$ cat config.mk
export PLATFORM = sky130hd
export DESIGN_NAME = mspt_top
export DESIGN_NICKNAME = d
export VERILOG_FILES = /design/src/common/mspt_pkg.sv /design/src/logic/mspt_prescaler.sv /design/src/logic/mspt_channel.sv /design/src/logic/mspt_top.sv
export VERILOG_INCLUDE_DIRS = /design/src /design/src/common
export SDC_FILE = /design/constraint.sdc
export NUM_CORES = 1
export LEC_CHECK = 0
export ABC_AREA = 1
export BUFFER_PORTS_ARGS = -buffer_cell sky130_fd_sc_hd__buf_2
export CAP_MARGIN = 20
export CORE_ASPECT_RATIO = 0.7
export CORE_MARGIN = 3
export CORE_UTILIZATION = 39
export DETAILED_ROUTE_END_ITERATION = 12
export GPL_ROUTABILITY_DRIVEN = 0
export PLACE_DENSITY = 0.61
export SLEW_MARGIN = 20
export SYNTH_ARGS = -nofsm -noshare
export SYNTH_HDL_FRONTEND = slang
export SYNTH_SLANG_ARGS = --single-unit
export TNS_END_PERCENT = 50
$ cat constraint.sdc
create_clock -name ref_clk_i -period 9.1 [get_ports ref_clk_i]
set_clock_uncertainty 0.2 [all_clocks]
set_input_delay 1.365 -clock ref_clk_i [delete_from_list [all_inputs] [get_ports ref_clk_i]]
set_output_delay 1.365 -clock ref_clk_i [all_outputs]
set_load 0.01 [all_outputs]
$ cat src/common/mspt_consts.svh
// Register offsets, field positions and reset values of the pulse timer.
// Included by the package and by every design file that decodes registers.
`ifndef MSPT_CONSTS_SVH
`define MSPT_CONSTS_SVH

`define MSPT_CW            16
`define MSPT_AW            8
`define MSPT_OFF_CTRL      8'h00
`define MSPT_OFF_PRESC     8'h04
`define MSPT_OFF_MMODE     8'h08
`define MSPT_OFF_SMODE     8'h0C
`define MSPT_OFF_MDATA     8'h10
`define MSPT_OFF_SDATA     8'h14
`define MSPT_OFF_MCNT      8'h18
`define MSPT_OFF_SCNT      8'h1C
`define MSPT_OFF_START     8'h20
`define MSPT_OFF_STOP      8'h24
`define MSPT_OFF_ENSTAT    8'h28
`define MSPT_OFF_OLEV      8'h2C
`define MSPT_OFF_OEN       8'h30
`define MSPT_OFF_OPOL      8'h34
`define MSPT_OFF_OMODE     8'h38

`define MSPT_CTRL_POWER    0
`define MSPT_MODE_CKS_LSB  0
`define MSPT_MODE_ONESHOT  2
`define MSPT_MODE_EDGE_LSB 4
`define MSPT_MASTER_BIT    0
`define MSPT_SLAVE_BIT     1
`define MSPT_EDGE_FALL     2'h0
`define MSPT_EDGE_RISE     2'h1
`define MSPT_EDGE_BOTH     2'h2
`define MSPT_PRESC_SELW    4
`define MSPT_NUM_CLK       4

`define MSPT_RST_BYTE      8'h00
`define MSPT_RST_HALF      16'h0000
`define MSPT_CNT_ZERO      16'h0000

`endif

$ cat src/common/mspt_pkg.sv
// Types shared by the pulse timer modules.
// Relies on mspt_consts.svh for widths.
`include "mspt_consts.svh"

package mspt_pkg;

  typedef enum logic [1:0] {
    MSPT_CH_IDLE = 2'b00,
    MSPT_CH_WAIT = 2'b01,
    MSPT_CH_LOAD = 2'b10,
    MSPT_CH_RUN  = 2'b11
  } mspt_ch_state_e;

  typedef struct packed {
    logic                psel;
    logic                penable;
    logic                pwrite;
    logic [`MSPT_AW-1:0] paddr;
    logic [31:0]         pwdata;
  } mspt_apb_req_s;

  typedef struct packed {
    logic [31:0] prdata;
    logic        pready;
    logic        pslverr;
  } mspt_apb_rsp_s;

  typedef struct packed {
    logic                start;
    logic                stop;
    logic                trig;
    logic                tick;
    logic                reload;
    logic                irq_on_load;
    logic                clr;
    logic [`MSPT_CW-1:0] data;
  } mspt_ch_ctl_s;

endpackage : mspt_pkg

$ cat src/logic/mspt_prescaler.sv
// Count clock prescaler: four tick streams, each dividing ref_clk_i by 2^sel.
// Assumes run_i comes from a register on the same clock.
`timescale 1ns/100ps
`default_nettype none

module mspt_prescaler #(
  parameter int NCLK = 4,
  parameter int SELW = 4,
  parameter int DW   = 16
) (
  input  wire logic                 ref_clk_i,
  input  wire logic                 reset_i,
  input  wire logic                 run_i,
  input  wire logic [NCLK*SELW-1:0] sel_i,
  output logic      [NCLK-1:0]      tick_o
);
  import mspt_pkg::*;

  if ((1 << SELW) > DW) begin : g_bad
    $error("prescaler counter too narrow for select width");
  end

  typedef struct packed {
    logic [DW-1:0]   cnt;
    logic [NCLK-1:0] tick;
  } mspt_psc_s;

  mspt_psc_s       q;
  mspt_psc_s       d;
  logic [NCLK-1:0] hit_w;

  for (genvar g = 0; g < NCLK; g++) begin : g_clk
    logic [DW-1:0] mask_w;
    assign mask_w   = ~({DW{1'b1}} << sel_i[g*SELW +: SELW]);
    assign hit_w[g] = (q.cnt & mask_w) == mask_w;
  end

  // Stopped unit gets no count clock at all
  always_comb begin
    d      = q;
    d.cnt  = run_i ? q.cnt + 1'b1 : '0;
    d.tick = run_i ? hit_w : '0;
  end

  always_ff @(posedge ref_clk_i or posedge reset_i) begin
    if (reset_i) begin
      q <= '0;
    end else begin
      q <= d;
    end
  end

  assign tick_o = q.tick;
endmodule : mspt_prescaler

`default_nettype wire

$ cat src/logic/mspt_channel.sv
// One timer channel: sixteen-bit down counter with load, reload and stop.
// Assumes start, stop, trig and tick are single-cycle pulses on ref_clk_i.
`timescale 1ns/100ps
`default_nettype none
`include "mspt_consts.svh"

module mspt_channel #(
  parameter int CW = 16
) (
  input  wire logic                   ref_clk_i,
  input  wire logic                   reset_i,
  input  wire mspt_pkg::mspt_ch_ctl_s ctl_i,
  output var mspt_pkg::mspt_ch_state_e state_o,
  output logic [CW-1:0]               cnt_o,
  output logic                        irq_o
);
  import mspt_pkg::*;

  if (CW != `MSPT_CW) begin : g_bad
    $error("channel width must match the data field");
  end

  typedef struct packed {
    mspt_ch_state_e st;
    logic [CW-1:0]  cnt;
    logic           irq;
  } mspt_ch_s;

  mspt_ch_s q;
  mspt_ch_s d;

  always_comb begin
    d     = q;
    d.irq = 1'b0;
    if (ctl_i.clr) begin
      d.st  = MSPT_CH_IDLE;
      d.cnt = '0;
    end else if (ctl_i.stop) begin
      d.st = MSPT_CH_IDLE;
    end else if (ctl_i.trig && (ctl_i.start || q.st != MSPT_CH_IDLE)) begin
      if (ctl_i.tick) begin
        // A trigger on a count tick loads at once, so no tick is lost
        d.cnt = ctl_i.data;
        d.st  = MSPT_CH_RUN;
        d.irq = ctl_i.irq_on_load;
      end else begin
        d.st = MSPT_CH_LOAD;
        if (q.st == MSPT_CH_IDLE) begin
          d.cnt = '0;
        end
      end
    end else if (ctl_i.start && q.st == MSPT_CH_IDLE) begin
      d.st  = MSPT_CH_WAIT;
      d.cnt = '0;
    end else if (ctl_i.tick) begin
      case (q.st)
        MSPT_CH_LOAD: begin
          d.cnt = ctl_i.data;
          d.st  = MSPT_CH_RUN;
          d.irq = ctl_i.irq_on_load;
        end
        MSPT_CH_RUN: begin
          if (ctl_i.reload && q.cnt == '0) begin
            d.irq = 1'b1;
            d.cnt = ctl_i.data;
          end else if (!ctl_i.reload && q.cnt <= CW'(1)) begin
            // One-count mode stops on the tick that reaches zero
            d.irq = 1'b1;
            d.cnt = '0;
            d.st  = MSPT_CH_WAIT;
          end else begin
            d.cnt = q.cnt - 1'b1;
          end
        end
        default: begin
          d.st = q.st;
        end
      endcase
    end
  end

  always_ff @(posedge ref_clk_i or posedge reset_i) begin
    if (reset_i) begin
      q <= '0;
    end else begin
      q <= d;
    end
  end

  assign state_o = q.st;
  assign cnt_o   = q.cnt;
  assign irq_o   = q.irq;
endmodule : mspt_channel

`default_nettype wire

$ cat src/logic/mspt_top.sv
// Master/slave pulse timer pair with its APB register file.
// Assumes an APB master on ref_clk_i and an asynchronous trigger pin.
//
// Local design decisions: the register offsets and the APB slave port.
`timescale 1ns/100ps
`default_nettype none
`include "mspt_consts.svh"

// Function
// - Output bit sets slave pin level
// - Enable bit lets counting drive output
// - Power off: no clock, writes ignored
// - Power off clears registers and output
// - Prescaler select sets four count clocks
// - Start bits set enable flags, self-clear
// - PWM master pulses done on start
// - PWM master reloads at zero, continues
// - Slave loads on master done, stops
// - Output active one tick after done
// - Counters readable; output bits stay writable
// - Stop bits freeze counters, hold output
// - Disabled output shows written level
// - One-shot master counts once per trigger
// - One-shot trigger: pin edge or software
// - One-shot slave counts once, pulses done
// - Delay data plus two, width data
// - Polarity bit inverts active level
// - Slave zero or large gives constant
module mspt_top (
  input  wire logic                    ref_clk_i,
  input  wire logic                    reset_i,
  input  wire mspt_pkg::mspt_apb_req_s apb_req_i,
  output var  mspt_pkg::mspt_apb_rsp_s apb_rsp_o,
  input  wire logic                    master_trigger_input_i,
  output logic                         slave_output_pin_o,
  output logic                         slave_output_pin_oe_n_o,
  output logic                         master_done_irq_o,
  output logic                         slave_done_irq_o
);
  import mspt_pkg::*;

  localparam int MB = `MSPT_MASTER_BIT;
  localparam int SB = `MSPT_SLAVE_BIT;

  typedef struct packed {
    logic                power;
    logic [15:0]         presc;
    logic [7:0]          mmode;
    logic [7:0]          smode;
    logic [`MSPT_CW-1:0] mdata;
    logic [`MSPT_CW-1:0] sdata;
    logic [7:0]          olev;
    logic [7:0]          oen;
    logic [7:0]          opol;
    logic [7:0]          omode;
    logic [1:0]          start;
    logic [1:0]          stop;
    logic                trg_s1;
    logic                trg_s2;
    logic                trg_prev;
    logic                s_act;
    logic                oe_n;
    mspt_apb_rsp_s       rsp;
  } mspt_top_s;

  mspt_top_s                       q;
  mspt_top_s                       d;
  logic [`MSPT_NUM_CLK-1:0]        ticks_w;
  mspt_ch_ctl_s                    m_ctl_w;
  mspt_ch_ctl_s                    s_ctl_w;
  mspt_ch_state_e                  m_st_w;
  mspt_ch_state_e                  s_st_w;
  logic [`MSPT_CW-1:0]             m_cnt_w;
  logic [`MSPT_CW-1:0]             s_cnt_w;
  logic                            m_irq_w;
  logic                            s_irq_w;
  logic                            setup_w;
  logic                            wr_w;
  logic                            wr_ok_w;
  logic                            oneshot_w;
  logic                            rise_w;
  logic                            fall_w;
  logic                            edge_w;
  logic                            s_active_w;
  logic [1:0]                      ensta_w;

  assign setup_w = apb_req_i.psel && !apb_req_i.penable;
  assign wr_w    = apb_req_i.psel && apb_req_i.penable && apb_req_i.pwrite
                   && q.rsp.pready;
  // Only the power bit is reachable while the unit is unpowered
  assign wr_ok_w = wr_w && (q.power
                   || apb_req_i.paddr == `MSPT_OFF_CTRL);

  assign oneshot_w = q.mmode[`MSPT_MODE_ONESHOT];
  assign rise_w    = q.trg_s2 && !q.trg_prev;
  assign fall_w    = !q.trg_s2 && q.trg_prev;

  always_comb begin
    case (q.mmode[`MSPT_MODE_EDGE_LSB +: 2])
      `MSPT_EDGE_FALL: edge_w = fall_w;
      `MSPT_EDGE_RISE: edge_w = rise_w;
      `MSPT_EDGE_BOTH: edge_w = rise_w || fall_w;
      default:         edge_w = 1'b0;
    endcase
  end

  mspt_prescaler #(
    .NCLK (`MSPT_NUM_CLK),
    .SELW (`MSPT_PRESC_SELW),
    .DW   (16)
  ) u_presc (
    .ref_clk_i (ref_clk_i),
    .reset_i   (reset_i),
    .run_i     (q.power),
    .sel_i     (q.presc),
    .tick_o    (ticks_w)
  );

  always_comb begin
    m_ctl_w.start       = q.start[MB];
    m_ctl_w.stop        = q.stop[MB];
    // In one-shot mode a start only arms the master; a pin edge or a
    // further start while armed launches the delay count
    m_ctl_w.trig        = (q.start[MB]
                           && !(oneshot_w && m_st_w == MSPT_CH_IDLE))
                          || (oneshot_w && edge_w);
    m_ctl_w.tick        = ticks_w[q.mmode[`MSPT_MODE_CKS_LSB +: 2]];
    m_ctl_w.reload      = !oneshot_w;
    m_ctl_w.irq_on_load = !oneshot_w;
    m_ctl_w.clr         = !q.power;
    m_ctl_w.data        = q.mdata;
    s_ctl_w.start       = q.start[SB];
    s_ctl_w.stop        = q.stop[SB];
    s_ctl_w.trig        = m_irq_w;
    s_ctl_w.tick        = ticks_w[q.smode[`MSPT_MODE_CKS_LSB +: 2]];
    s_ctl_w.reload      = 1'b0;
    s_ctl_w.irq_on_load = 1'b0;
    s_ctl_w.clr         = !q.power;
    s_ctl_w.data        = q.sdata;
  end

  mspt_channel #(
    .CW (`MSPT_CW)
  ) u_master (
    .ref_clk_i (ref_clk_i),
    .reset_i   (reset_i),
    .ctl_i     (m_ctl_w),
    .state_o   (m_st_w),
    .cnt_o     (m_cnt_w),
    .irq_o     (m_irq_w)
  );

  mspt_channel #(
    .CW (`MSPT_CW)
  ) u_slave (
    .ref_clk_i (ref_clk_i),
    .reset_i   (reset_i),
    .ctl_i     (s_ctl_w),
    .state_o   (s_st_w),
    .cnt_o     (s_cnt_w),
    .irq_o     (s_irq_w)
  );

  // Keeping the old count during reload avoids a one-tick dip at full duty
  assign s_active_w = (s_st_w == MSPT_CH_RUN || s_st_w == MSPT_CH_LOAD)
                      && s_cnt_w != `MSPT_CNT_ZERO;
  assign ensta_w    = {s_st_w != MSPT_CH_IDLE, m_st_w != MSPT_CH_IDLE};

  always_comb begin
    d          = q;
    d.start    = 2'b00;
    d.stop     = 2'b00;
    d.trg_s1   = master_trigger_input_i;
    d.trg_s2   = q.trg_s1;
    d.trg_prev = q.trg_s2;
    d.s_act    = s_active_w;
    d.rsp      = '0;
    d.rsp.pready = setup_w;
    if (setup_w && !apb_req_i.pwrite) begin
      case (apb_req_i.paddr)
        `MSPT_OFF_CTRL:   d.rsp.prdata = 32'(q.power);
        `MSPT_OFF_PRESC:  d.rsp.prdata = 32'(q.presc);
        `MSPT_OFF_MMODE:  d.rsp.prdata = 32'(q.mmode);
        `MSPT_OFF_SMODE:  d.rsp.prdata = 32'(q.smode);
        `MSPT_OFF_MDATA:  d.rsp.prdata = 32'(q.mdata);
        `MSPT_OFF_SDATA:  d.rsp.prdata = 32'(q.sdata);
        `MSPT_OFF_MCNT:   d.rsp.prdata = 32'(m_cnt_w);
        `MSPT_OFF_SCNT:   d.rsp.prdata = 32'(s_cnt_w);
        `MSPT_OFF_START:  d.rsp.prdata = 32'h0000_0000;
        `MSPT_OFF_STOP:   d.rsp.prdata = 32'h0000_0000;
        `MSPT_OFF_ENSTAT: d.rsp.prdata = 32'(ensta_w);
        `MSPT_OFF_OLEV:   d.rsp.prdata = 32'(q.olev);
        `MSPT_OFF_OEN:    d.rsp.prdata = 32'(q.oen);
        `MSPT_OFF_OPOL:   d.rsp.prdata = 32'(q.opol);
        `MSPT_OFF_OMODE:  d.rsp.prdata = 32'(q.omode);
        default:          d.rsp.pslverr = 1'b1;
      endcase
    end else if (setup_w) begin
      case (apb_req_i.paddr)
        `MSPT_OFF_CTRL, `MSPT_OFF_PRESC, `MSPT_OFF_MMODE, `MSPT_OFF_SMODE,
        `MSPT_OFF_MDATA, `MSPT_OFF_SDATA, `MSPT_OFF_MCNT, `MSPT_OFF_SCNT,
        `MSPT_OFF_START, `MSPT_OFF_STOP, `MSPT_OFF_ENSTAT, `MSPT_OFF_OLEV,
        `MSPT_OFF_OEN, `MSPT_OFF_OPOL, `MSPT_OFF_OMODE: d.rsp.pslverr = 1'b0;
        default: d.rsp.pslverr = 1'b1;
      endcase
    end
    if (wr_ok_w) begin
      case (apb_req_i.paddr)
        `MSPT_OFF_CTRL:  d.power = apb_req_i.pwdata[`MSPT_CTRL_POWER];
        `MSPT_OFF_PRESC: d.presc = apb_req_i.pwdata[15:0];
        `MSPT_OFF_MMODE: d.mmode = apb_req_i.pwdata[7:0];
        `MSPT_OFF_SMODE: d.smode = apb_req_i.pwdata[7:0];
        `MSPT_OFF_MDATA: d.mdata = apb_req_i.pwdata[`MSPT_CW-1:0];
        `MSPT_OFF_SDATA: d.sdata = apb_req_i.pwdata[`MSPT_CW-1:0];
        `MSPT_OFF_START: d.start = apb_req_i.pwdata[1:0];
        `MSPT_OFF_STOP:  d.stop  = apb_req_i.pwdata[1:0];
        `MSPT_OFF_OLEV:  d.olev  = apb_req_i.pwdata[7:0];
        `MSPT_OFF_OEN:   d.oen   = apb_req_i.pwdata[7:0];
        `MSPT_OFF_OPOL:  d.opol  = apb_req_i.pwdata[7:0];
        `MSPT_OFF_OMODE: d.omode = apb_req_i.pwdata[7:0];
        default: begin
          d.power = q.power;
        end
      endcase
    end
    // Counting wins over a software write to the output bit in one cycle
    if (q.oen[SB] && q.omode[SB] && s_st_w != MSPT_CH_IDLE
        && s_active_w != q.s_act) begin
      d.olev[SB] = s_active_w ^ q.opol[SB];
    end
    if (!d.power) begin
      d.presc = `MSPT_RST_HALF;
      d.mmode = `MSPT_RST_BYTE;
      d.smode = `MSPT_RST_BYTE;
      d.mdata = `MSPT_RST_HALF;
      d.sdata = `MSPT_RST_HALF;
      d.olev  = `MSPT_RST_BYTE;
      d.oen   = `MSPT_RST_BYTE;
      d.opol  = `MSPT_RST_BYTE;
      d.omode = `MSPT_RST_BYTE;
      d.start = 2'b00;
      d.stop  = 2'b00;
    end
    // Pin falls back to port mode whenever the unit is unpowered
    d.oe_n = !d.power;
  end

  always_ff @(posedge ref_clk_i or posedge reset_i) begin
    if (reset_i) begin
      q      <= '0;
      q.oe_n <= 1'b1;
    end else begin
      q <= d;
    end
  end

  assign apb_rsp_o               = q.rsp;
  assign slave_output_pin_o      = q.olev[SB];
  assign slave_output_pin_oe_n_o = q.oe_n;
  assign master_done_irq_o       = m_irq_w;
  assign slave_done_irq_o        = s_irq_w;
endmodule : mspt_top

`default_nettype wire

Yosys cells after proc, flatten, opt, wreduce, memory -nomap -nowiden
Memories as Yosys holds them, arrays and structs flattened.
Index checks and enable logic that the tools add are counted.

storage, ports and cells
  logic and storage cells = 221
  flip-flop bits (word level) = 198
  output and inout bits = 38
  ROM bits = 64
  memories = 1
  input port bits = 46

cells by class
  bitwise operators = 9
  magnitude comparators = 4
  add/subtract/negate cells = 3
  shift-type cells = 4
  reduce and logical (&&, ||, !) cells = 58
  equality and inequality tests = 52
  mux-type cells = 61

memories
  name              words  bits a word  rd ports  clocked after Yosys merged registers in  write ports  RTL line         RTL
  (name not given)  64     1            1         0                                        0            mspt_top.sv:199  case (apb_req_i.paddr)

operators by type and width
  cell                                                             count
  case mux 16 bit (13 select lines)                                1
  2-to-1 mux 16 bit                                                9
  2-to-1 mux 101 bit                                               1
  2-to-1 mux 100 bit                                               1
  2-to-1 mux 17 bit                                                5
  2-to-1 mux 19 bit                                                4
  2-to-1 mux 18 bit                                                4
  case mux 17 bit (2 select lines)                                 2
  AND 16 bit                                                       4
  equality test 16 bit                                             4
  inverter 16 bit                                                  4
  left shift 16 x 4 -> 16 bit, first input constant                4
  equality test 8 x 6 -> 1 bit, second input constant              7
  2-to-1 mux 8 bit                                                 6
  equality test 8 x 5 -> 1 bit, second input constant              4
  less-or-equal comparator 16 x 1 -> 1 bit, second input constant  2
  subtractor 16 x 1 -> 16 bit, second input constant               2
  logical AND 1 bit                                                21
  != test 2 x 1 -> 1 bit, second input constant                    10
  AND reduction 2 bit                                              10
  adder 16 x 1 -> 16 bit, second input constant                    1
  equality test 8 x 4 -> 1 bit, second input constant              2
  logical NOT 16 bit                                               1
  nonzero test 16 bit                                              1
  29 further kinds                                                 81

Logic depth before layout (Yosys ltp)
Gate-level depths: netlist of run 1.

  depth in word-level cells = 10
  mapped depth = 16
  gate-level depth less buffers = 15

By module
From an unflattened synthesis of run 1, not the netlist that was laid out.

second synthesis, totals
  cell total of the unflattened synthesis = 1,719
  area total of the unflattened synthesis = 11,830.1 um2

by module, submodules not included
  module          times used  sequential area each (um2)  area each (um2)  cells an instance
  mspt_top        1           3,104.2                     6,095.8          737
  mspt_channel    2           475.5                       2,023.2          345
  mspt_prescaler  1           475.5                       1,687.9          292

Worst setup path before layout of run 1
No wires, ideal clock.

  kind = input-to-reg
  from = input port apb_req_i[33] (netlist bit)
  to = register q[124] (netlist bit)
  arrival time = 2.558 ns
  buffers on the path = 1
  required time = 8.772 ns
  setup time = 0.128 ns
  cell stages on the path = 13
  setup slack = 6.213 ns
  cells stage by stage = nor2_4 > nand3_2 > clkinv_2 > nand2_4 > nor2_2 > nand3_4 > nand2_8 > inv_8 > nand2_8 > nand2_8 > buf_8 > nand2_2 > o21ai_2

RTL lines
  item                RTL line        RTL
  start: declaration  mspt_top.sv:32  input wire mspt_pkg::mspt_apb_req_s apb_req_i,
  end: declaration    mspt_top.sv:66  mspt_top_s q;

==> results.py, run 1 <==
metrics = {
    "status": {
        "outcome": "finished, final reports clean",
    },
    "cells_and_area": {
        "layout-drive-gt1-share_pct": 11.9,
        "areaGrowthSynthToFinish_pct": 7.37,
        "fin_nets": 1544,
        "layout.core_utilization_pct": 43.3,
        "layout.cells.most_common": "nand2_1",
        "n_antenna_cell": 0,
        "fillCellCount": 2813,
        "final_cell_mix": "nand2_1 (480), dfrtp_1 (180), inv_1 (130)",
        "fin_cells": 1868,
    },
    "clocking": {
        "clockBufferDepth": 2,
        "source_to_sink_clock_delay_at_the_later_pin_of_the_worst_skew_pair_ps": 460,
        "clk_pin_slew_ps": 70,
        "cts_resized": 0,
        "setup_fix_bufs_post_cts": 0,
        "cts_inserted_buffers": 17,
        "htreeDepth": 4,
        "post_cts_hold_buffer_count": 0,
        "tritoncts": "built",
        "cts.sink_count": 181,
        "cts.root.buffer_cell": "clkbuf_16",
    },
    "global_routing": {
        "grt_antenna_before_repair": 0,
        "grtUsageTotal_pct": 23.0,
        "first_global_vias": 8893,
        "grt_pass1_wl_um": 52900,
        "pin_count_of_the_biggest_net_entering_global_routing": 114,
        "overflow": 0,
    },
    "logic_synthesis": {
        "synth_top_area_share_pct": 41.1,
        "synth-async-reset-ratio_pct": 100,
        "synth.avg_cell_area_sq_um": 7.40,
        "synth_seq_area_share_pct": 41.3,
        "synth_largest_area_cell": "dfrtp_1",
        "synth.lib_cells_used.distinct": 53,
        "synth.area.mux_share_pct": 0,
        "number_of_synthesized_flops_with_an_enable_pin": 0,
        "post_synth_xor_area_fraction_pct": 1.36,
        "postSynthRegisterBits": 181,
        "postSynth.topFlopCell": "dfrtp_1",
        "synth_compound_area_share_pct": 15.2,
        "yosysWarningCount": 0,
        "combinational_family_with_the_most_area_after_synthesis": "simple AND/OR/NAND/NOR gates",
        "yosys-top-cells-area": "dfrtp_1 (41%), nand2_1 (16%), nand3_1 (4.6%), o21ai_0 (4.5%), inv_1 (4.5%)",
        "synthAdderAreaFrac_pct": 0.799,
        "netlist_area_sq_um": 11000,
        "syn_inst": 1481,
        "synth-simple-area-share_pct": 31.0,
    },
    "routing": {
        "finalWirelength_um": 34200,
        "drc_errors": 0,
        "drt_first_iter_violations": 975,
        "drt-pass1-iter-count": 5,
        "final_antenna_net_count": 0,
        "post_drt_via_cell_ratio": 5.28,
        "num_vias": 9866,
        "post_drt_wl_per_cell_um": 18.3,
    },
    "floorplanning": {
        "die_area_sq_um": 30200,
        "ios": 84,
        "core_region_area_sq_um": 27200,
        "initial_core_util_pct": 40.3,
        "floorplan.die.width_um": 206,
        "rows": 50,
        "die-height_um": 146,
    },
    "setup_path": {
        "cp_data_required_time_ps": 9240,
        "r2r-start": "d[36]",
        "critical_path.startpoint": "apb_req_i[38]",
        "crit_path_max_fanout": 13,
        "critical_path_arrival_ps": 3670,
        "end_kind": "flop",
        "timing_worst_setup_path_type": "in -> reg",
        "cp-start-kind": "primary input",
    },
    "timing": {
        "finalMaxSlewViolations": 0,
        "setup_repair_after_global_routing_missed_its_margin": "no",
        "layout_min_cycle_time_ps": 3530,
        "timing.slew.headroom_pct": 27.3,
        "timing.fmax_mhz": 283,
        "finalHoldViolCount": 0,
        "final_min_period_over_clock_period_pct": 38.8,
        "timing.setup.tns_ps": 0,
        "worst_margin_slew_ps": 1080,
        "setup-violations-final": 0,
    },
    "hold_path": {
        "min_path_type": "reg -> reg",
        "worst_hold_path_startpoint": "d[37]",
    },
    "placed_design": {
        "placedCellCount": 1836,
        "detailed_place_hpwl_um": 24400,
        "number_of_buffer_cells_added_on_primary_ports": 51,
    },
    "power_and_ir_drop": {
        "p_per_cell_area_nw_per_um2": 217,
        "cellLeakagePower_nw": 5.73,
        "ir_worst_vdd_uv": 123,
        "finalPower_mw": 2.56,
    },
    "flow_run": {
        "max_cap_viol_count": 0,
    },
}
==> worst max-delay path, stage by stage <==
cell	delay [ps]
buf_2	120
inv_1	50
nand2_1	80
nor3_2	630
nand2_1	540
nand4_1	230
nand3b_1	140
nand2_2	170
a21oi_1	350
==> path summary, 6_finish.rpt <==
check | to | cells after the start | slack (ps)
worst max-delay path | apb_rsp_o[2] | 9 | 5570
worst min-delay path | d[36] | 0 | 150
worst max register to register | u_master.cnt_o[4] | 12 | 5700
worst min register to register | d[36] | 0 | 150
max in group asynchronous | u_slave.cnt_o[15] | 3 | 6390
min in group asynchronous | apb_rsp_o[6] | 2 | 850
==> sequential cells by signal, indices dropped and copies added, names as in the netlist, 2 cells and up <==
register and flops:
u_master.cnt_o 16, u_master.state_o 2, m_ctl_w 18, apb_rsp_o 18, u_presc.q 15, u_presc.tick_o 4, u_slave.cnt_o 16, q 83
u_slave.state_o 2, d 2
==> layout make-up <==
type	instances	area, sq um	share of cell area, %
clock buffer	21	470	4.00
clock inverter	11	114	0.967
inverter	145	564	4.79
multi-input combinational	1093	5370	45.6
sequential	181	4530	38.5
tap	364	455	3.87
timing repair buffer	53	270	2.30
==> per-layer routing <==
metal  routed length, um  track usage, %
met5                   0               0
met1               16300            35.2
met3                3420            7.06
met2               13900            31.3
met4                 534            5.97
==> Yosys cell counts, types with 5 or more instances <==
cell type,instances
nand4_1,10
nand2_1,480
o21ai_4,8
xor2_1,14
inv_1,131
dfrtp_1,180
nand3_2,5
clkbuf_1,10
buf_6,12
o21ai_2,18
o22ai_1,19
nor2_1,110
buf_4,40
nand2_2,21
a21oi_1,44
a211oi_1,17
nand3_1,100
ha_1,7
inv_2,8
nor3_1,15
buf_2,13
o21ai_1,50
nor2_2,10
o21ai_0,99
==> per-stage QoR <==
stage | hold slack [ps] | setup slack (ps) | instance area [sq um]
6_report | 151 | 5570 | 11800
5_1_grt | 160 | 5380 | 11800
4_1_cts | 152 | 5590 | 11800
3_5_place_dp | 136 | 5120 | 11200
3_3_place_gp | 133 | 5120 | 11200
2_1_floorplan | 131 | 2620 | 11000
==> where the power goes <==
group          leakage, nW  total [mW]  switching (mW)  internal, mW
Clock                0.283       0.759           0.354         0.405
Combinational         3.00       0.838           0.589         0.249
Sequential            2.45       0.960          0.0912         0.869
==> cells by family after synthesis <==
kind of cell    after synthesis
compound gates              275
buf+inv                     222
simple gates                778
fa+ha+maj                     7
flops                       181
xor+xnor                     17
other cells                   1
No activity file was read; power rests on OpenSTA's default activity.
==> run 2, diff against run 1 <==
==> constraint.sdc (replaced) <==
create_clock -name ref_clk_i -period 3.6 [get_ports ref_clk_i]
set_clock_uncertainty 0.2 [all_clocks]
set_input_delay 0.54 -clock ref_clk_i [delete_from_list [all_inputs] [get_ports ref_clk_i]]
set_output_delay 0.54 -clock ref_clk_i [all_outputs]
set_load 0.01 [all_outputs]
==> run 2 against run 1 <==
Net effect:
- core utilization rose by 0.75 points
- register-to-register slack lost 4700 ps
- count of clock-buffer cells in the layout fell by 1
- highest routed layer unchanged
- global-route usage grew 0.059 points
- final area increased by 1.7%
- non-clock buffer count rose by 17
- critical endpoint is now q[56]
- via count is 1.8% higher
- largest cell class unchanged
- critical path type is now reg -> reg
- total power rose to 2.6 times the previous value
==> results.py, run 2 (synthesis results as in run 1) <==
metrics = {
    "timing": {
        "finalMaxSlewViolations": 0,
        "layout_min_cycle_time_ps": 2570,
        "timing.setup.tns_ps": 0,
        "finalHoldViolCount": 0,
        "timing.fmax_mhz": 389,
        "final_min_period_over_clock_period_pct": 71.4,
        "setup_repair_after_global_routing_missed_its_margin": "no",
        "setup-violations-final": 0,
        "timing.slew.headroom_pct": 44.9,
        "final.hold.worst_slack_ps": 93.0,
        "worst_margin_slew_ps": 823,
    },
    "cells_and_area": {
        "regMostFlops": "q",
        "fin_cells": 1885,
        "largest_register_ffs": 83,
        "fillCellCount": 2788,
        "fin_nets": 1561,
        "layout.cells.most_common": "nand2_1",
        "final_cell_mix": "nand2_1 (480), dfrtp_1 (180), inv_1 (130)",
        "n_antenna_cell": 0,
        "final-seq-area_sq_um": 4530,
        "areaGrowthSynthToFinish_pct": 9.24,
        "layout-drive-gt1-share_pct": 12.6,
        "multiInputGateArea_sq_um": 5370,
        "fin_area_sq_um": 12000,
    },
    "floorplanning": {
        "ios": 84,
        "rows": 50,
        "die_area_sq_um": 30200,
        "core_region_area_sq_um": 27200,
        "initial_core_util_pct": 40.3,
        "die-height_um": 146,
        "floorplan.die.width_um": 206,
    },
    "setup_path": {
        "path_buf_inv": 2,
        "r2r-start": "q[139]",
        "ff2ff_setup_slack_ps": 1030,
        "critical-path-slowest-cell": "dfrtp_1",
        "cp_slowest_stage_delay_ps": 390,
        "end_kind": "flop",
        "crit_path_max_fanout": 12,
        "reg2reg_depth": 8,
        "timing_worst_setup_path_type": "reg -> reg",
        "critical-path-top-delay-family": "simple AND/OR/NAND/NOR gates",
        "cp-start-kind": "flop",
        "critical_path_arrival_ps": 2690,
        "path_cells": "inv_2, nand2_4, nand2_4, clkinv_2, nand2_2, o21ai_4, nand2_2, o21ai_0",
        "cp_data_required_time_ps": 3720,
        "rr_endpoint": "q[56]",
    },
    "routing": {
        "drt_first_iter_violations": 1089,
        "finalWirelength_um": 34200,
        "final_antenna_net_count": 0,
        "drc_errors": 0,
        "post_drt_via_cell_ratio": 5.33,
        "drt-pass1-iter-count": 6,
        "post_drt_wl_per_cell_um": 18.1,
        "num_vias": 10000,
    },
    "global_routing": {
        "pin_count_of_the_biggest_net_entering_global_routing": 51,
        "grtUsageTotal_pct": 23.1,
        "first_global_vias": 9112,
        "grt_antenna_before_repair": 0,
        "grt_pass1_wl_um": 53500,
        "overflow": 0,
    },
    "clocking": {
        "setup_fix_bufs_post_cts": 0,
        "cts.root.buffer_cell": "clkbuf_16",
        "source_to_sink_clock_delay_at_the_later_pin_of_the_worst_skew_pair_ps": 460,
        "htreeDepth": 4,
        "cts_resized": 0,
        "post_cts_hold_buffer_count": 1,
        "tritoncts": "built",
        "cts.sink_count": 181,
        "clockBufferDepth": 2,
        "cts_inserted_buffers": 17,
        "clk_pin_slew_ps": 70,
    },
    "hold_path": {
        "hold_path_end": "apb_rsp_o[0]",
        "min_path_type": "in -> reg",
        "worst_hold_path_startpoint": "apb_req_i[41]",
        "hold_depth": 2,
    },
    "power_and_ir_drop": {
        "cellLeakagePower_nw": 5.85,
        "p_per_cell_area_nw_per_um2": 550,
        "finalPower_mw": 6.59,
        "ir_worst_vdd_uv": 343,
    },
    "flow_run": {
        "max_cap_viol_count": 0,
    },
    "placed_design": {
        "number_of_buffer_cells_added_on_primary_ports": 51,
        "placedCellCount": 1850,
        "placement.cell_area_sq_um": 11300,
        "detailed_place_hpwl_um": 24800,
    },
    "status": {
        "outcome": "finished, final reports clean",
    },
}
## run 2: routing by layer
metal	part of all wire, %	track usage [%]
met5	0	0
met4	2.1	7.26
met3	10	7.67
met2	40	30.5
met1	47	35.1
## run 2: how the worst max path moves through the flow
stage	from	endpoint	slack (ps)	cells past startpoint
4_1_cts	q[139]	q[56]	1060	8
3_5_place_dp	apb_req_i[39]	q[56]	810	12
2_1_floorplan	reset_i	apb_rsp_o[0]	540	1
6_report	q[139]	q[56]	1030	8
3_3_place_gp	apb_req_i[35]	q[89]	860	8
5_1_grt	u_master.cnt_o[0]	u_master.cnt_o[7]	830	12
## run 2: area by class of cell
type	count	share of cell area, %
clock buffers	20	3.73
clock inverters	12	1.39
inverters	145	4.68
multi-input cells	1093	44.8
flip-flops and latches	181	37.8
well taps	364	3.80
repair buffers	70	3.78
## run 2: report_power, final
group	total (mW)	switching, mW	internal [mW]
combinational	2.16	1.49	0.668
sequential	2.43	0.231	2.20
clock	2.00	0.877	1.13
## run 2: metrics by stage
| stage | utilization (%) | worst slack (ps) |
|---|---|---|
| after floorplan | - | 538 |
| after global placement | 41.6 | 861 |
| after detailed placement | 41.6 | 807 |
| after CTS | 43.9 | 1060 |
| after global routing | 44.0 | 828 |
| final | 44.0 | 1030 |
==> run 3, diff against run 2 <==
--- a/config.mk
+++ b/config.mk
@@ -6,7 +6,7 @@
 export SDC_FILE = /design/constraint.sdc
 export NUM_CORES = 1
 export LEC_CHECK = 0
-export ABC_AREA = 1
+export ABC_AREA = 0
 export BUFFER_PORTS_ARGS = -buffer_cell sky130_fd_sc_hd__buf_2
 export CAP_MARGIN = 20
 export CORE_ASPECT_RATIO = 0.7
@@ -14,7 +14,7 @@
 export CORE_UTILIZATION = 39
 export DETAILED_ROUTE_END_ITERATION = 12
 export GPL_ROUTABILITY_DRIVEN = 0
-export PLACE_DENSITY = 0.61
+export PLACE_DENSITY = 0.63
 export SLEW_MARGIN = 20
 export SYNTH_ARGS = -nofsm -noshare
 export SYNTH_HDL_FRONTEND = slang
==> constraint.sdc (replaced) <==
create_clock -name ref_clk_i -period 2.2 [get_ports ref_clk_i]
set_clock_uncertainty 0.2 [all_clocks]
set_input_delay 0.33 -clock ref_clk_i [delete_from_list [all_inputs] [get_ports ref_clk_i]]
set_output_delay 0.33 -clock ref_clk_i [all_outputs]
set_load 0.01 [all_outputs]
==> run 3 against run 2 <==
Net effect:
- critical path depth is 2 lower
- highest routed layer is now met5
- register-to-register slack worse by 1600 ps
- global-route usage grew 1.5 points
- core utilization increased by 7.4 points
- largest power group unchanged
- the flow now finishes with violations (setup timing)
- count of clock-buffer cells in the layout is the same
- clock power is 48% higher
- maximum frequency is 8.1% lower
- cell count fell by 15%
- setup slack got worse by 1600 ps
- synthesized cell count decreased by 27%
- sequential power up 37%
==> results.py, run 3 <==
metrics = {
    "logic_synthesis": {
        "yosys-top-cells-area": "dfrtp_1 (45%), nand2_1 (6.4%), o21ai_0 (5.5%), mux2_2 (4.0%), a22oi_1 (2.6%)",
        "yosysMostFrequentCell": "dfrtp_1",
        "postSynthRegisterBits": 181,
        "number_of_synthesized_flops_with_an_enable_pin": 0,
        "synth_top_area_share_pct": 45.5,
        "postSynth.topFlopCell": "dfrtp_1",
        "synth.lib_cells_used.distinct": 79,
        "yosysWarningCount": 0,
        "synth_largest_area_cell": "dfrtp_1",
        "synth.avg_cell_area_sq_um": 9.19,
        "synth-async-reset-ratio_pct": 100,
        "syn_inst": 1078,
        "netlist_area_sq_um": 9900,
        "synth_seq_area_share_pct": 45.8,
        "synth_commonest_cells": "dfrtp_1 (180), nand2_1 (169), o21ai_0 (109)",
    },
    "power_and_ir_drop": {
        "p_per_cell_area_nw_per_um2": 516,
        "cellLeakagePower_nw": 5.73,
        "ir_worst_vdd_uv": 461,
    },
    "global_routing": {
        "overflow": 0,
        "pin_count_of_the_biggest_net_entering_global_routing": 67,
        "first_global_vias": 8738,
        "grt_pass1_wl_um": 51900,
        "grt_antenna_before_repair": 1,
        "grtUsageTotal_pct": 24.6,
    },
    "setup_path": {
        "crit_path_max_fanout": 4,
        "critical_path.startpoint": "u_master.cnt_o[11]",
        "timing_worst_setup_path_type": "reg -> reg",
        "end_kind": "flop",
        "cp_data_required_time_ps": 2330,
        "reg2reg_depth": 6,
        "cp-start-kind": "flop",
        "r2r-start": "u_master.cnt_o[11]",
        "critical_path_arrival_ps": 2930,
    },
    "floorplanning": {
        "ios": 84,
        "floorplan.die.width_um": 196,
        "rows": 48,
        "initial_core_util_pct": 39.9,
        "die_area_sq_um": 27400,
        "core_region_area_sq_um": 24800,
        "die-height_um": 139,
    },
    "clocking": {
        "cts_inserted_buffers": 17,
        "cts.sink_count": 181,
        "clockBufferDepth": 2,
        "source_to_sink_clock_delay_at_the_later_pin_of_the_worst_skew_pair_ps": 450,
        "tritoncts": "built",
        "cts.root.buffer_cell": "clkbuf_16",
        "htreeDepth": 4,
        "clk_pin_slew_ps": 70,
    },
    "cells_and_area": {
        "fin_cells": 1603,
        "largest_register_ffs": 83,
        "regMostFlops": "q",
        "final_cell_mix": "dfrtp_1 (178), nand2_1 (165), buf_4 (165)",
        "layout-drive-gt1-share_pct": 29.7,
        "fin_area_sq_um": 12800,
        "layout.core_utilization_pct": 51.4,
        "fin_nets": 1318,
        "areaGrowthSynthToFinish_pct": 28.8,
        "n_antenna_cell": 0,
        "layout.cells.most_common": "dfrtp_1",
    },
    "timing": {
        "finalMaxSlewViolations": 0,
        "timing.final.ws_setup_ps": -597,
        "final_min_period_over_clock_period_pct": 127,
        "timing.slew.headroom_pct": 66.9,
        "worst_margin_slew_ps": 485,
        "timing.fmax_mhz": 358,
        "layout_min_cycle_time_ps": 2800,
        "timing.setup.tns_ps": -9930,
        "setup-violations-final": 22,
        "finalHoldViolCount": 0,
        "setup_repair_after_global_routing_missed_its_margin": "yes",
    },
    "routing": {
        "post_drt_wl_per_cell_um": 21.9,
        "finalWirelength_um": 35100,
        "drc_errors": 0,
        "drt-pass1-iter-count": 6,
        "final_antenna_net_count": 0,
        "num_vias": 9415,
        "drt_first_iter_violations": 1130,
        "post_drt_via_cell_ratio": 5.87,
    },
    "placed_design": {
        "number_of_buffer_cells_added_on_primary_ports": 51,
        "place_ws_ps": -561,
        "placedCellCount": 1556,
        "detailed_place_hpwl_um": 24900,
        "placement.cell_area_sq_um": 11700,
    },
    "flow_run": {
        "max_cap_viol_count": 0,
    },
    "hold_path": {
        "hold_depth": 3,
        "min_path_type": "in -> reg",
        "worst_hold_path_startpoint": "apb_req_i[13]",
    },
    "status": {
        "outcome": "finished, violations left",
        "failed_checks": "setup timing",
    },
}
==> run 3: changes by cell type in the layout (fill, tap and decap cells not counted), moves of 15 or more <==
| cell | previous run | this run |
|---|---|---|
| nand2_1 | 480 | 165 |
| a221o_1 | 0 | 15 |
| nand3_1 | 100 | 17 |
| inv_1 | 130 | 26 |
| buf_4 | 13 | 165 |
| nor2_1 | 110 | 58 |
| o21ai_2 | 18 | 2 |
| nand2_2 | 21 | 3 |
| and2_1 | 1 | 23 |
| mux2_2 | 0 | 35 |
| a22oi_1 | 1 | 33 |
| o21ai_1 | 50 | 7 |
==> run 3: worst max-delay path: stages (launching register included) <==
cell,delay [ps]
dfrtp_1,390
or4_4,540
or3_4,390
or3_1,420
o21ai_1,180
a311o_1,230
mux2_2,350
==> run 3: cell type report <==
class | count | area, sq um
clock buffer | 20 | 457
clock inverter | 12 | 96.3
fill | 2189 | 12100
inverter | 28 | 109
multi-input combinational | 788 | 5100
sequential | 181 | 4530
tap | 325 | 407
timing repair buffer | 249 | 2050
==> run 3: layer usage <==
layer	vias up	routed length (um)	track usage (%)
li1	4240	-	-
met1	4627	16100	38.1
met2	488	14600	33.5
met3	58	3840	7.60
met4	2	551	4.76
met5	-	12	0
==> run 3: what timing repair did <==
item                                   4_1_cts  5_1_grt
cloned                                       0        5
setup endpoints to repair                   32      115
hold buffers                                 2        0
pin swaps                                    5       27
endpoints found under the hold margin       36        0
gates resized for setup                     11       68
buffers inserted                             2        7
==> run 3: kinds of logic (layout without fill, tap and decap cells) <==
kind of cell    after synthesis  count (layout)  synth area share [%]
flops                       181             181                  45.8
mux                          45              45                  5.24
compound gates              326             326                  22.3
simple gates                374             374                  17.7
buf+inv                     124             309                  6.32
other cells                   1              16                0.0379
xor+xnor                     20              20                  1.77
fa+ha+maj                     7               7                 0.884
==> run 3: final timing paths <==
path / to / slack [ps]
hold reg to reg: d[36] / 160
setup reg to reg: u_master.state_o[1] / -600
setup / recovery: u_master.state_o[1] / -600
min in group asynchronous: q[85] / 210
hold / removal: q[136] / 40
max in group asynchronous: q[120] / 930
==> run 3: where the power goes <==
| part | switching (mW) | total, mW | internal [mW] |
|---|---|---|---|
| clock | 1.44 | 2.96 | 1.52 |
| sequential | 0.00355 | 3.33 | 3.33 |
| combinational | 0.182 | 0.283 | 0.101 |
| total | 1.63 | 6.58 | 4.96 |
==> run 3: per-stage QoR <==
stage	power, mW	hold slack (ps)
4_1_cts	6.61	16.6
3_5_place_dp	3.67	125
6_report	6.58	35.8
3_3_place_gp	3.67	119
2_1_floorplan	3.54	131
5_1_grt	6.79	34.4
